`src/hdl/periph_irq_pkg.sv`:
```
package periph_irq_pkg;

    // Register offsets
    localparam logic [8:0] ADDR_FLAGS_ONE   = 9'h00_0C;
    localparam logic [8:0] ADDR_ENABLES_ONE = 9'h00_8C;
    localparam logic [8:0] ADDR_ENABLES_TWO = 9'h00_8D;
    localparam logic [8:0] ADDR_FLAGS_TWO   = 9'h00_0D;
    localparam logic [8:0] ADDR_CORE_CTRL   = 9'h00_0B;

    // Field positions
    localparam int BIT_CONV_DONE   = 6;
    localparam int BIT_SERIAL      = 3;
    localparam int BIT_CAPCMP      = 2;
    localparam int BIT_PERIOD      = 1;
    localparam int BIT_WIDE_OVF    = 0;
    localparam int BIT_MEM_WRITE   = 4;
    localparam int BIT_GLOBAL_EN   = 7;
    localparam int BIT_GROUP_EN    = 6;

    // Implemented bit masks
    localparam logic [7:0] MASK_ONE  = 8'h4F;
    localparam logic [7:0] MASK_TWO  = 8'h10;
    localparam logic [7:0] MASK_CORE = 8'hC0;

    // Reset values
    localparam logic [7:0] RESET_REG = 8'h00;

    // Capture/compare unit modes
    typedef enum logic [1:0] {
        MODE_OFF,
        MODE_CAPTURE,
        MODE_COMPARE,
        MODE_PWM
    } capcmp_mode_t;

    // Peripheral event strobes
    typedef struct packed {
        logic conv_done;
        logic serial_done;
        logic capture;
        logic compare_match;
        logic period_match;
        logic wide_timer_ovf;
        logic mem_write_done;
    } periph_events_t;

    // Register port request
    typedef struct packed {
        logic [8:0] addr;
        logic [7:0] wdata;
        logic       wr;
        logic       rd;
    } reg_req_t;

endpackage

```
`src/hdl/peripheral_interrupt_flags.sv`:
```
`timescale 1ns/1ps
module peripheral_interrupt_flags
    import periph_irq_pkg::*;
(
    // Clock and reset
    input  wire logic           clk,
    input  wire logic           rst_n,
    // Register port
    input  wire reg_req_t       req,
    output logic [7:0]          rdata,
    // Peripheral events
    input  wire periph_events_t events,
    input  wire capcmp_mode_t   capcmp_mode,
    // CPU request
    output logic                irq
);

    // Write strobes per register
    logic             wr_flags_one;
    logic             wr_flags_two;
    logic             wr_enables_one;
    logic             wr_enables_two;
    logic             wr_core;

    // Read strobes per register
    logic             rd_flags_one;
    logic             rd_flags_two;
    logic             rd_enables_one;
    logic             rd_enables_two;
    logic             rd_core;

    // Event set vectors
    logic             capcmp_evt;
    logic [7:0]       set_one;
    logic [7:0]       set_two;

    // Flag vectors built bit by bit
    wire  logic [7:0] flags_one;
    wire  logic [7:0] flags_one_nx;
    wire  logic [7:0] flags_two;
    wire  logic [7:0] flags_two_nx;

    // Enable registers
    logic [7:0]       enables_one_q;
    logic [7:0]       enables_one_d;
    logic [7:0]       enables_two_q;
    logic [7:0]       enables_two_d;
    logic [7:0]       core_ctrl_q;
    logic [7:0]       core_ctrl_d;

    // Read path
    logic [7:0]       rdata_q;
    logic [7:0]       rdata_d;

    // Request path
    wire  logic [7:0] pend_one;
    wire  logic [7:0] pend_two;
    logic             pend_one_any;
    logic             pend_two_any;
    logic             pend_any;
    logic             gate_open;
    logic             irq_q;
    logic             irq_d;

    // Strobe aimed at one address
    function automatic logic hit(input logic       strobe,
                                 input logic [8:0] addr,
                                 input logic [8:0] target);
        hit = strobe && (addr == target);
    endfunction

    // Next value of a writable register, unimplemented bits held at zero
    function automatic logic [7:0] next_reg(input logic       we,
                                            input logic [7:0] wdata,
                                            input logic [7:0] cur,
                                            input logic [7:0] mask);
        if (we) begin
            next_reg = wdata & mask;
        end else begin
            next_reg = cur & mask;
        end
    endfunction

    // Address decode of the write strobe
    always_comb begin
        wr_flags_one   = hit(req.wr, req.addr, ADDR_FLAGS_ONE);
        wr_flags_two   = hit(req.wr, req.addr, ADDR_FLAGS_TWO);
        wr_enables_one = hit(req.wr, req.addr, ADDR_ENABLES_ONE);
        wr_enables_two = hit(req.wr, req.addr, ADDR_ENABLES_TWO);
        wr_core        = hit(req.wr, req.addr, ADDR_CORE_CTRL);
    end

    // Address decode of the read strobe
    always_comb begin
        rd_flags_one   = hit(req.rd, req.addr, ADDR_FLAGS_ONE);
        rd_flags_two   = hit(req.rd, req.addr, ADDR_FLAGS_TWO);
        rd_enables_one = hit(req.rd, req.addr, ADDR_ENABLES_ONE);
        rd_enables_two = hit(req.rd, req.addr, ADDR_ENABLES_TWO);
        rd_core        = hit(req.rd, req.addr, ADDR_CORE_CTRL);
    end

    // Capture/compare event by mode
    always_comb begin
        capcmp_evt = 1'b0;
        case (capcmp_mode)
            MODE_CAPTURE: begin
                capcmp_evt = events.capture;
            end
            MODE_COMPARE: begin
                capcmp_evt = events.compare_match;
            end
            MODE_PWM: begin
                capcmp_evt = 1'b0;
            end
            default: begin
                capcmp_evt = 1'b0;
            end
        endcase
    end

    // Set vector of the first flag register
    always_comb begin
        set_one = 8'h00;
        set_one[BIT_CONV_DONE] = events.conv_done;
        set_one[BIT_SERIAL]    = events.serial_done;
        set_one[BIT_CAPCMP]    = capcmp_evt;
        set_one[BIT_PERIOD]    = events.period_match;
        set_one[BIT_WIDE_OVF]  = events.wide_timer_ovf;
    end

    // Set vector of the second flag register
    always_comb begin
        set_two = 8'h00;
        set_two[BIT_MEM_WRITE] = events.mem_write_done;
    end

    // Per-bit storage of the first flag register
    for (genvar b = 0; b < 8; b++) begin : g_flags_one
        if (MASK_ONE[b]) begin : g_impl
            logic flag_q;
            logic flag_d;

            always_comb begin
                flag_d = flag_q;
                if (wr_flags_one) begin
                    flag_d = req.wdata[b];
                end
                if (set_one[b]) begin
                    flag_d = 1'b1;
                end
            end

            always_ff @(posedge clk or negedge rst_n) begin
                if (!rst_n) begin
                    flag_q <= RESET_REG[b];
                end else begin
                    flag_q <= flag_d;
                end
            end

            assign flags_one[b]    = flag_q;
            assign flags_one_nx[b] = flag_d;
        end else begin : g_unimpl
            assign flags_one[b]    = 1'b0;
            assign flags_one_nx[b] = 1'b0;
        end
    end

    // Per-bit storage of the second flag register
    for (genvar b = 0; b < 8; b++) begin : g_flags_two
        if (MASK_TWO[b]) begin : g_impl
            logic flag_q;
            logic flag_d;

            always_comb begin
                flag_d = flag_q;
                if (wr_flags_two) begin
                    flag_d = req.wdata[b];
                end
                if (set_two[b]) begin
                    flag_d = 1'b1;
                end
            end

            always_ff @(posedge clk or negedge rst_n) begin
                if (!rst_n) begin
                    flag_q <= RESET_REG[b];
                end else begin
                    flag_q <= flag_d;
                end
            end

            assign flags_two[b]    = flag_q;
            assign flags_two_nx[b] = flag_d;
        end else begin : g_unimpl
            assign flags_two[b]    = 1'b0;
            assign flags_two_nx[b] = 1'b0;
        end
    end

    // Next value of the first enable register
    always_comb begin
        enables_one_d = next_reg(wr_enables_one, req.wdata, enables_one_q, MASK_ONE);
    end

    // Next value of the second enable register
    always_comb begin
        enables_two_d = next_reg(wr_enables_two, req.wdata, enables_two_q, MASK_TWO);
    end

    // Next value of the core control register
    always_comb begin
        core_ctrl_d = next_reg(wr_core, req.wdata, core_ctrl_q, MASK_CORE);
    end

    // First enable register
    always_ff @(posedge clk or negedge rst_n) begin
        if (!rst_n) begin
            enables_one_q <= RESET_REG;
        end else begin
            enables_one_q <= enables_one_d;
        end
    end

    // Second enable register
    always_ff @(posedge clk or negedge rst_n) begin
        if (!rst_n) begin
            enables_two_q <= RESET_REG;
        end else begin
            enables_two_q <= enables_two_d;
        end
    end

    // Core control register
    always_ff @(posedge clk or negedge rst_n) begin
        if (!rst_n) begin
            core_ctrl_q <= RESET_REG;
        end else begin
            core_ctrl_q <= core_ctrl_d;
        end
    end

    // Read data, one cycle after the strobe
    always_comb begin
        rdata_d = 8'h00;
        if (rd_flags_one) begin
            rdata_d = flags_one & MASK_ONE;
        end
        if (rd_flags_two) begin
            rdata_d = flags_two & MASK_TWO;
        end
        if (rd_enables_one) begin
            rdata_d = enables_one_q & MASK_ONE;
        end
        if (rd_enables_two) begin
            rdata_d = enables_two_q & MASK_TWO;
        end
        if (rd_core) begin
            rdata_d = core_ctrl_q & MASK_CORE;
        end
    end

    always_ff @(posedge clk or negedge rst_n) begin
        if (!rst_n) begin
            rdata_q <= RESET_REG;
        end else begin
            rdata_q <= rdata_d;
        end
    end

    // Per-bit pairing of flags and enables
    for (genvar p = 0; p < 8; p++) begin : g_pend
        assign pend_one[p] = flags_one_nx[p] & enables_one_q[p];
        assign pend_two[p] = flags_two_nx[p] & enables_two_q[p];
    end

    // Any pending pair per register
    always_comb begin
        pend_one_any = |pend_one;
        pend_two_any = |pend_two;
    end

    // Any pending pair
    always_comb begin
        pend_any = pend_one_any || pend_two_any;
    end

    // Global and group gate
    always_comb begin
        gate_open = core_ctrl_q[BIT_GLOBAL_EN] && core_ctrl_q[BIT_GROUP_EN];
    end

    // Request to CPU
    always_comb begin
        irq_d = gate_open && pend_any;
    end

    always_ff @(posedge clk or negedge rst_n) begin
        if (!rst_n) begin
            irq_q <= 1'b0;
        end else begin
            irq_q <= irq_d;
        end
    end

    assign rdata = rdata_q;
    assign irq   = irq_q;

endmodule

```
`config.mk`:
```
export PLATFORM = sky130hd
export DESIGN_NAME = peripheral_interrupt_flags
export DESIGN_NICKNAME = d
export VERILOG_FILES = /design/src/hdl/periph_irq_pkg.sv /design/src/hdl/peripheral_interrupt_flags.sv
export SDC_FILE = /design/constraint.sdc
export NUM_CORES = 1
export LEC_CHECK = 0
export ABC_AREA = 1
export CORE_MARGIN = 8
export CORE_UTILIZATION = 35
export CTS_CLUSTER_DIAMETER = 60
export DETAILED_ROUTE_END_ITERATION = 8
export DONT_BUFFER_PORTS = 1
export SLEW_MARGIN = 20
export SYNTH_ARGS = -nofsm -noshare
export SYNTH_HDL_FRONTEND = slang
export SYNTH_SLANG_ARGS = --single-unit
```
`constraint.sdc`:
```
create_clock -name clk -period 1.16 [get_ports clk]
set_clock_uncertainty 0.1 [all_clocks]
set_input_delay 0.058 -clock clk [delete_from_list [all_inputs] [get_ports clk]]
set_output_delay 0.058 -clock clk [all_outputs]
set_load 0.005 [all_outputs]
```
==> flow_summary.yaml <==
status:
  status: "finished, violations left"
  violations: "negative hold slack"
job:
  maxCapViolCount: 0
clock_network:
  cts_inserted_buffers: 3
  worstSkewPairLatency_ns: 0.31
  root_buffer: "clkbuf_4"
  clk_pin_slew_ns: 0.13
  cts_tree: "done"
  cts_setup_buffers: 0
  cts.path.max_buffers: 2
  ctsHtreeMaxLevel: 1
  clkSinkCount: 22
pwr:
  sw_frac_of_total_pct: 21.0
  switchingPower_uw: 316
  leakage_nw: 0.774
  power_density_nw_per_um2: 1000
  intPower_mw: 1.19
  pwr-share-clk_pct: 39.2
  power.total_mw: 1.51
  pwr-share-seq_pct: 51.8
  pwr-share-comb_pct: 9.0
  peakVddDrop_mv: 0.446
global_route:
  grt_overflow: 0
  first_global_vias: 1097
  antenna_found_initial: 0
  track_usage_pct: 11.2
  grt_pass1_wl_um: 4760
  grt_max_degree: 23
placed_design:
  dp_cells: 186
  gp_congestion: 0.781
  postPlaceCellArea_um2: 1320
  io_buffers: 0
  place_ws_ns: -0.0874
  detailed_place_hpwl_um: 2150
route:
  drt_iter0_drc: 64
  drcViolationCount: 0
  vias: 980
  firstDrtPassIters: 4
  via_per_inst: 4.80
  antenna_left: 0
  routed_wirelength_um: 2880
  wl_per_cell_um: 14.1
die:
  row_count: 21
  start_util_pct: 35.9
  pin_count: 39
  fp.dieH_um: 74.3
  coreArea_um2: 3310
  die_width_um: 74.3
  dieArea_um2: 5520
layout:
  final_cells: 204
  final_cell_mix: "25 x nand2_1, 22 x dfrtp_1, 14 x inv_1, 14 x nand3_1, 13 x dlygate4sd3_1"
  fin_area_um2: 1510
  area_delta_synth_final_pct: 26.9
  num-fill-cells: 360
  diodes: 0
  nets: 191
  final_common_cell: "nand2_1"
  fin_util_pct: 45.6
  final-seq-area_um2: 551
  drive_above_1_share_pct: 22.2
  multi_input_area_um2: 537
sta:
  timing.fmax_ghz: 0.931
  setup_viol: 0
  slew_headroom_pct: 66.6
  whs_ns: -0.208
  rsz0062_at_grt: "yes"
  tightest_slew_ns: 0.502
  hold_viol_final: 16
  fin_crit_sh_pct: 92.6
  setup_tns_ns: 0
  setup_ws_ns: 0.0861
  slew_viol_final: 0
  fin_crit_ns: 1.07
critical_path:
  cp-startpoint: "g_flags_two[4].g_impl.flag_q$_DFF_PN0_"
  crit_path_end_kind: "flop"
  max_stage_delay_ns: 0.40
  cpLargestDelayFamily: "simple AND/OR/NAND/NOR gates"
  path_buf_inv: 0
  critPathKind: "reg -> reg"
  worstPathArrival_ns: 1.19
  crit-reg2reg-launch: "g_flags_two[4].g_impl.flag_q$_DFF_PN0_"
  slowest_stage: "dfrtp_1"
  crit_fanout: 2
  worstPathRequired_ns: 1.28
  start_kind: "flop"
  cpMostUsedCell: "nand2_1"
  crit_chain: "nand2_1, nand3b_1, nand2_1, nand2_1, nor2_2, a21oi_2"
yosys:
  synth_top_flop_cell: "dfrtp_1"
  postSynthCellCount: 132
  synth_edf_count: 0
  synth_top_family_by_area: "simple AND/OR/NAND/NOR gates"
  ys_seq_area_share_pct: 46.3
  synth_cell_types: 33
  synthSimpleGateAreaFrac_pct: 31.7
  synthTopCellsByArea: "dfrtp_1 46%, nand2_1 7.9%, nand3_1 5.9%"
  synth_compound_area_share_pct: 6.00
  synthArstFlopShare_pct: 100
  syn_area_per_cell_um2: 9.00
  yosysTopAreaCell: "dfrtp_1"
  synth_fp_nets: 164
  yosysWarnings: 0
  synthAdderAreaFrac_pct: 2.11
  yosysTopAreaCellShare_pct: 46.3
  synth_area_um2: 1190
  synth_mux_area_share_pct: 5.05
  synth-xor-area-share_pct: 0
  ys_ff_latch: 22
min_path:
  hold_start: "req[0]"
  hold_class: "in -> reg"
cell families after synthesis:
family / Yosys count
other: 1
buffers and inverters: 23
multiplexers: 5
flip-flops: 22
AO/OA/AOI/OAI: 12
adder cells (fa/ha/maj): 2
AND/OR/NAND/NOR: 67
worst paths after layout:
path | to | cells past startpoint | slack, ns
min reg2reg | g_flags_one[3].g_impl.flag_q$_DFF_PN0_ | 2 | 0.42
max in group asynchronous | enables_one_q[2]$_DFFE_PN0P_ | 2 | 0.48
min in group asynchronous | irq$_DFF_PN0_ | 2 | 0.13
max reg2reg | irq$_DFF_PN0_ | 6 | 0.09
max | irq$_DFF_PN0_ | 6 | 0.09
min | rdata[4]$_DFF_PN0_ | 2 | -0.21
layer usage:
metal / vias up / GRT usage, % / routed length, um
li1: 486 / - / -
met1: 459 / 12.5 / 1250
met2: 31 / 19.1 / 1370
met3: 4 / 3.37 / 201
met4: 0 / 5.22 / 51
met5: - / 0 / 0
cell usage after synthesis, types with 2 or more instances:
| cell type | count |
|---|---|
| dfrtp_1 | 22 |
| ha_1 | 2 |
| inv_1 | 14 |
| inv_2 | 4 |
| mux2_1 | 4 |
| nand2_1 | 25 |
| nand2_2 | 2 |
| nand3_1 | 14 |
| nand3_2 | 2 |
| nand3b_1 | 3 |
| nand4_1 | 8 |
| nor2_1 | 4 |
| nor2_4 | 3 |
| o21ai_1 | 6 |
worst reg2reg max path: stages (launching register included):
cell,delay [ns]
dfrtp_1,0.40
nand2_1,0.07
nand3b_1,0.10
nand2_1,0.10
nand2_1,0.07
nor2_2,0.09
a21oi_2,0.05
sequential cells by signal, summed over array words and instances (netlist names):
name,count
core_ctrl_q,2
enables_one_q,5
enables_two_q,1
g_flags_one.g_impl.flag_q,5
g_flags_two.g_impl.flag_q,1
irq,1
rdata,7
layout make-up:
cell class	instances	area share [%]
Clock inverter	1	1.99
Inverter	19	4.89
Sequential cell	22	36.5
Tap cell	46	3.81
Timing Repair Buffer	26	15.8
Clock buffer	3	1.49
Multi-Input combinational cell	87	35.6
power by group through the flow:
| stage | Combinational (mW) | Clock (mW) | Sequential [mW] |
|---|---|---|---|
| after floorplan | 0.0700 | 0 | 0.795 |
| after global placement | 0.0782 | 0 | 0.796 |
| after detailed placement | 0.0806 | 0 | 0.796 |
| after CTS | 0.135 | 0.599 | 0.781 |
| after global routing | 0.153 | 0.640 | 0.783 |
| final | 0.136 | 0.591 | 0.782 |
what timing repair did:
action                                  CTS  global route
endpoints found under the setup margin    0             1
endpoints found under the hold margin    43            38
hold buffers                             13             1
resized for setup                         0             0
Power figures use the tool's default switching activity.
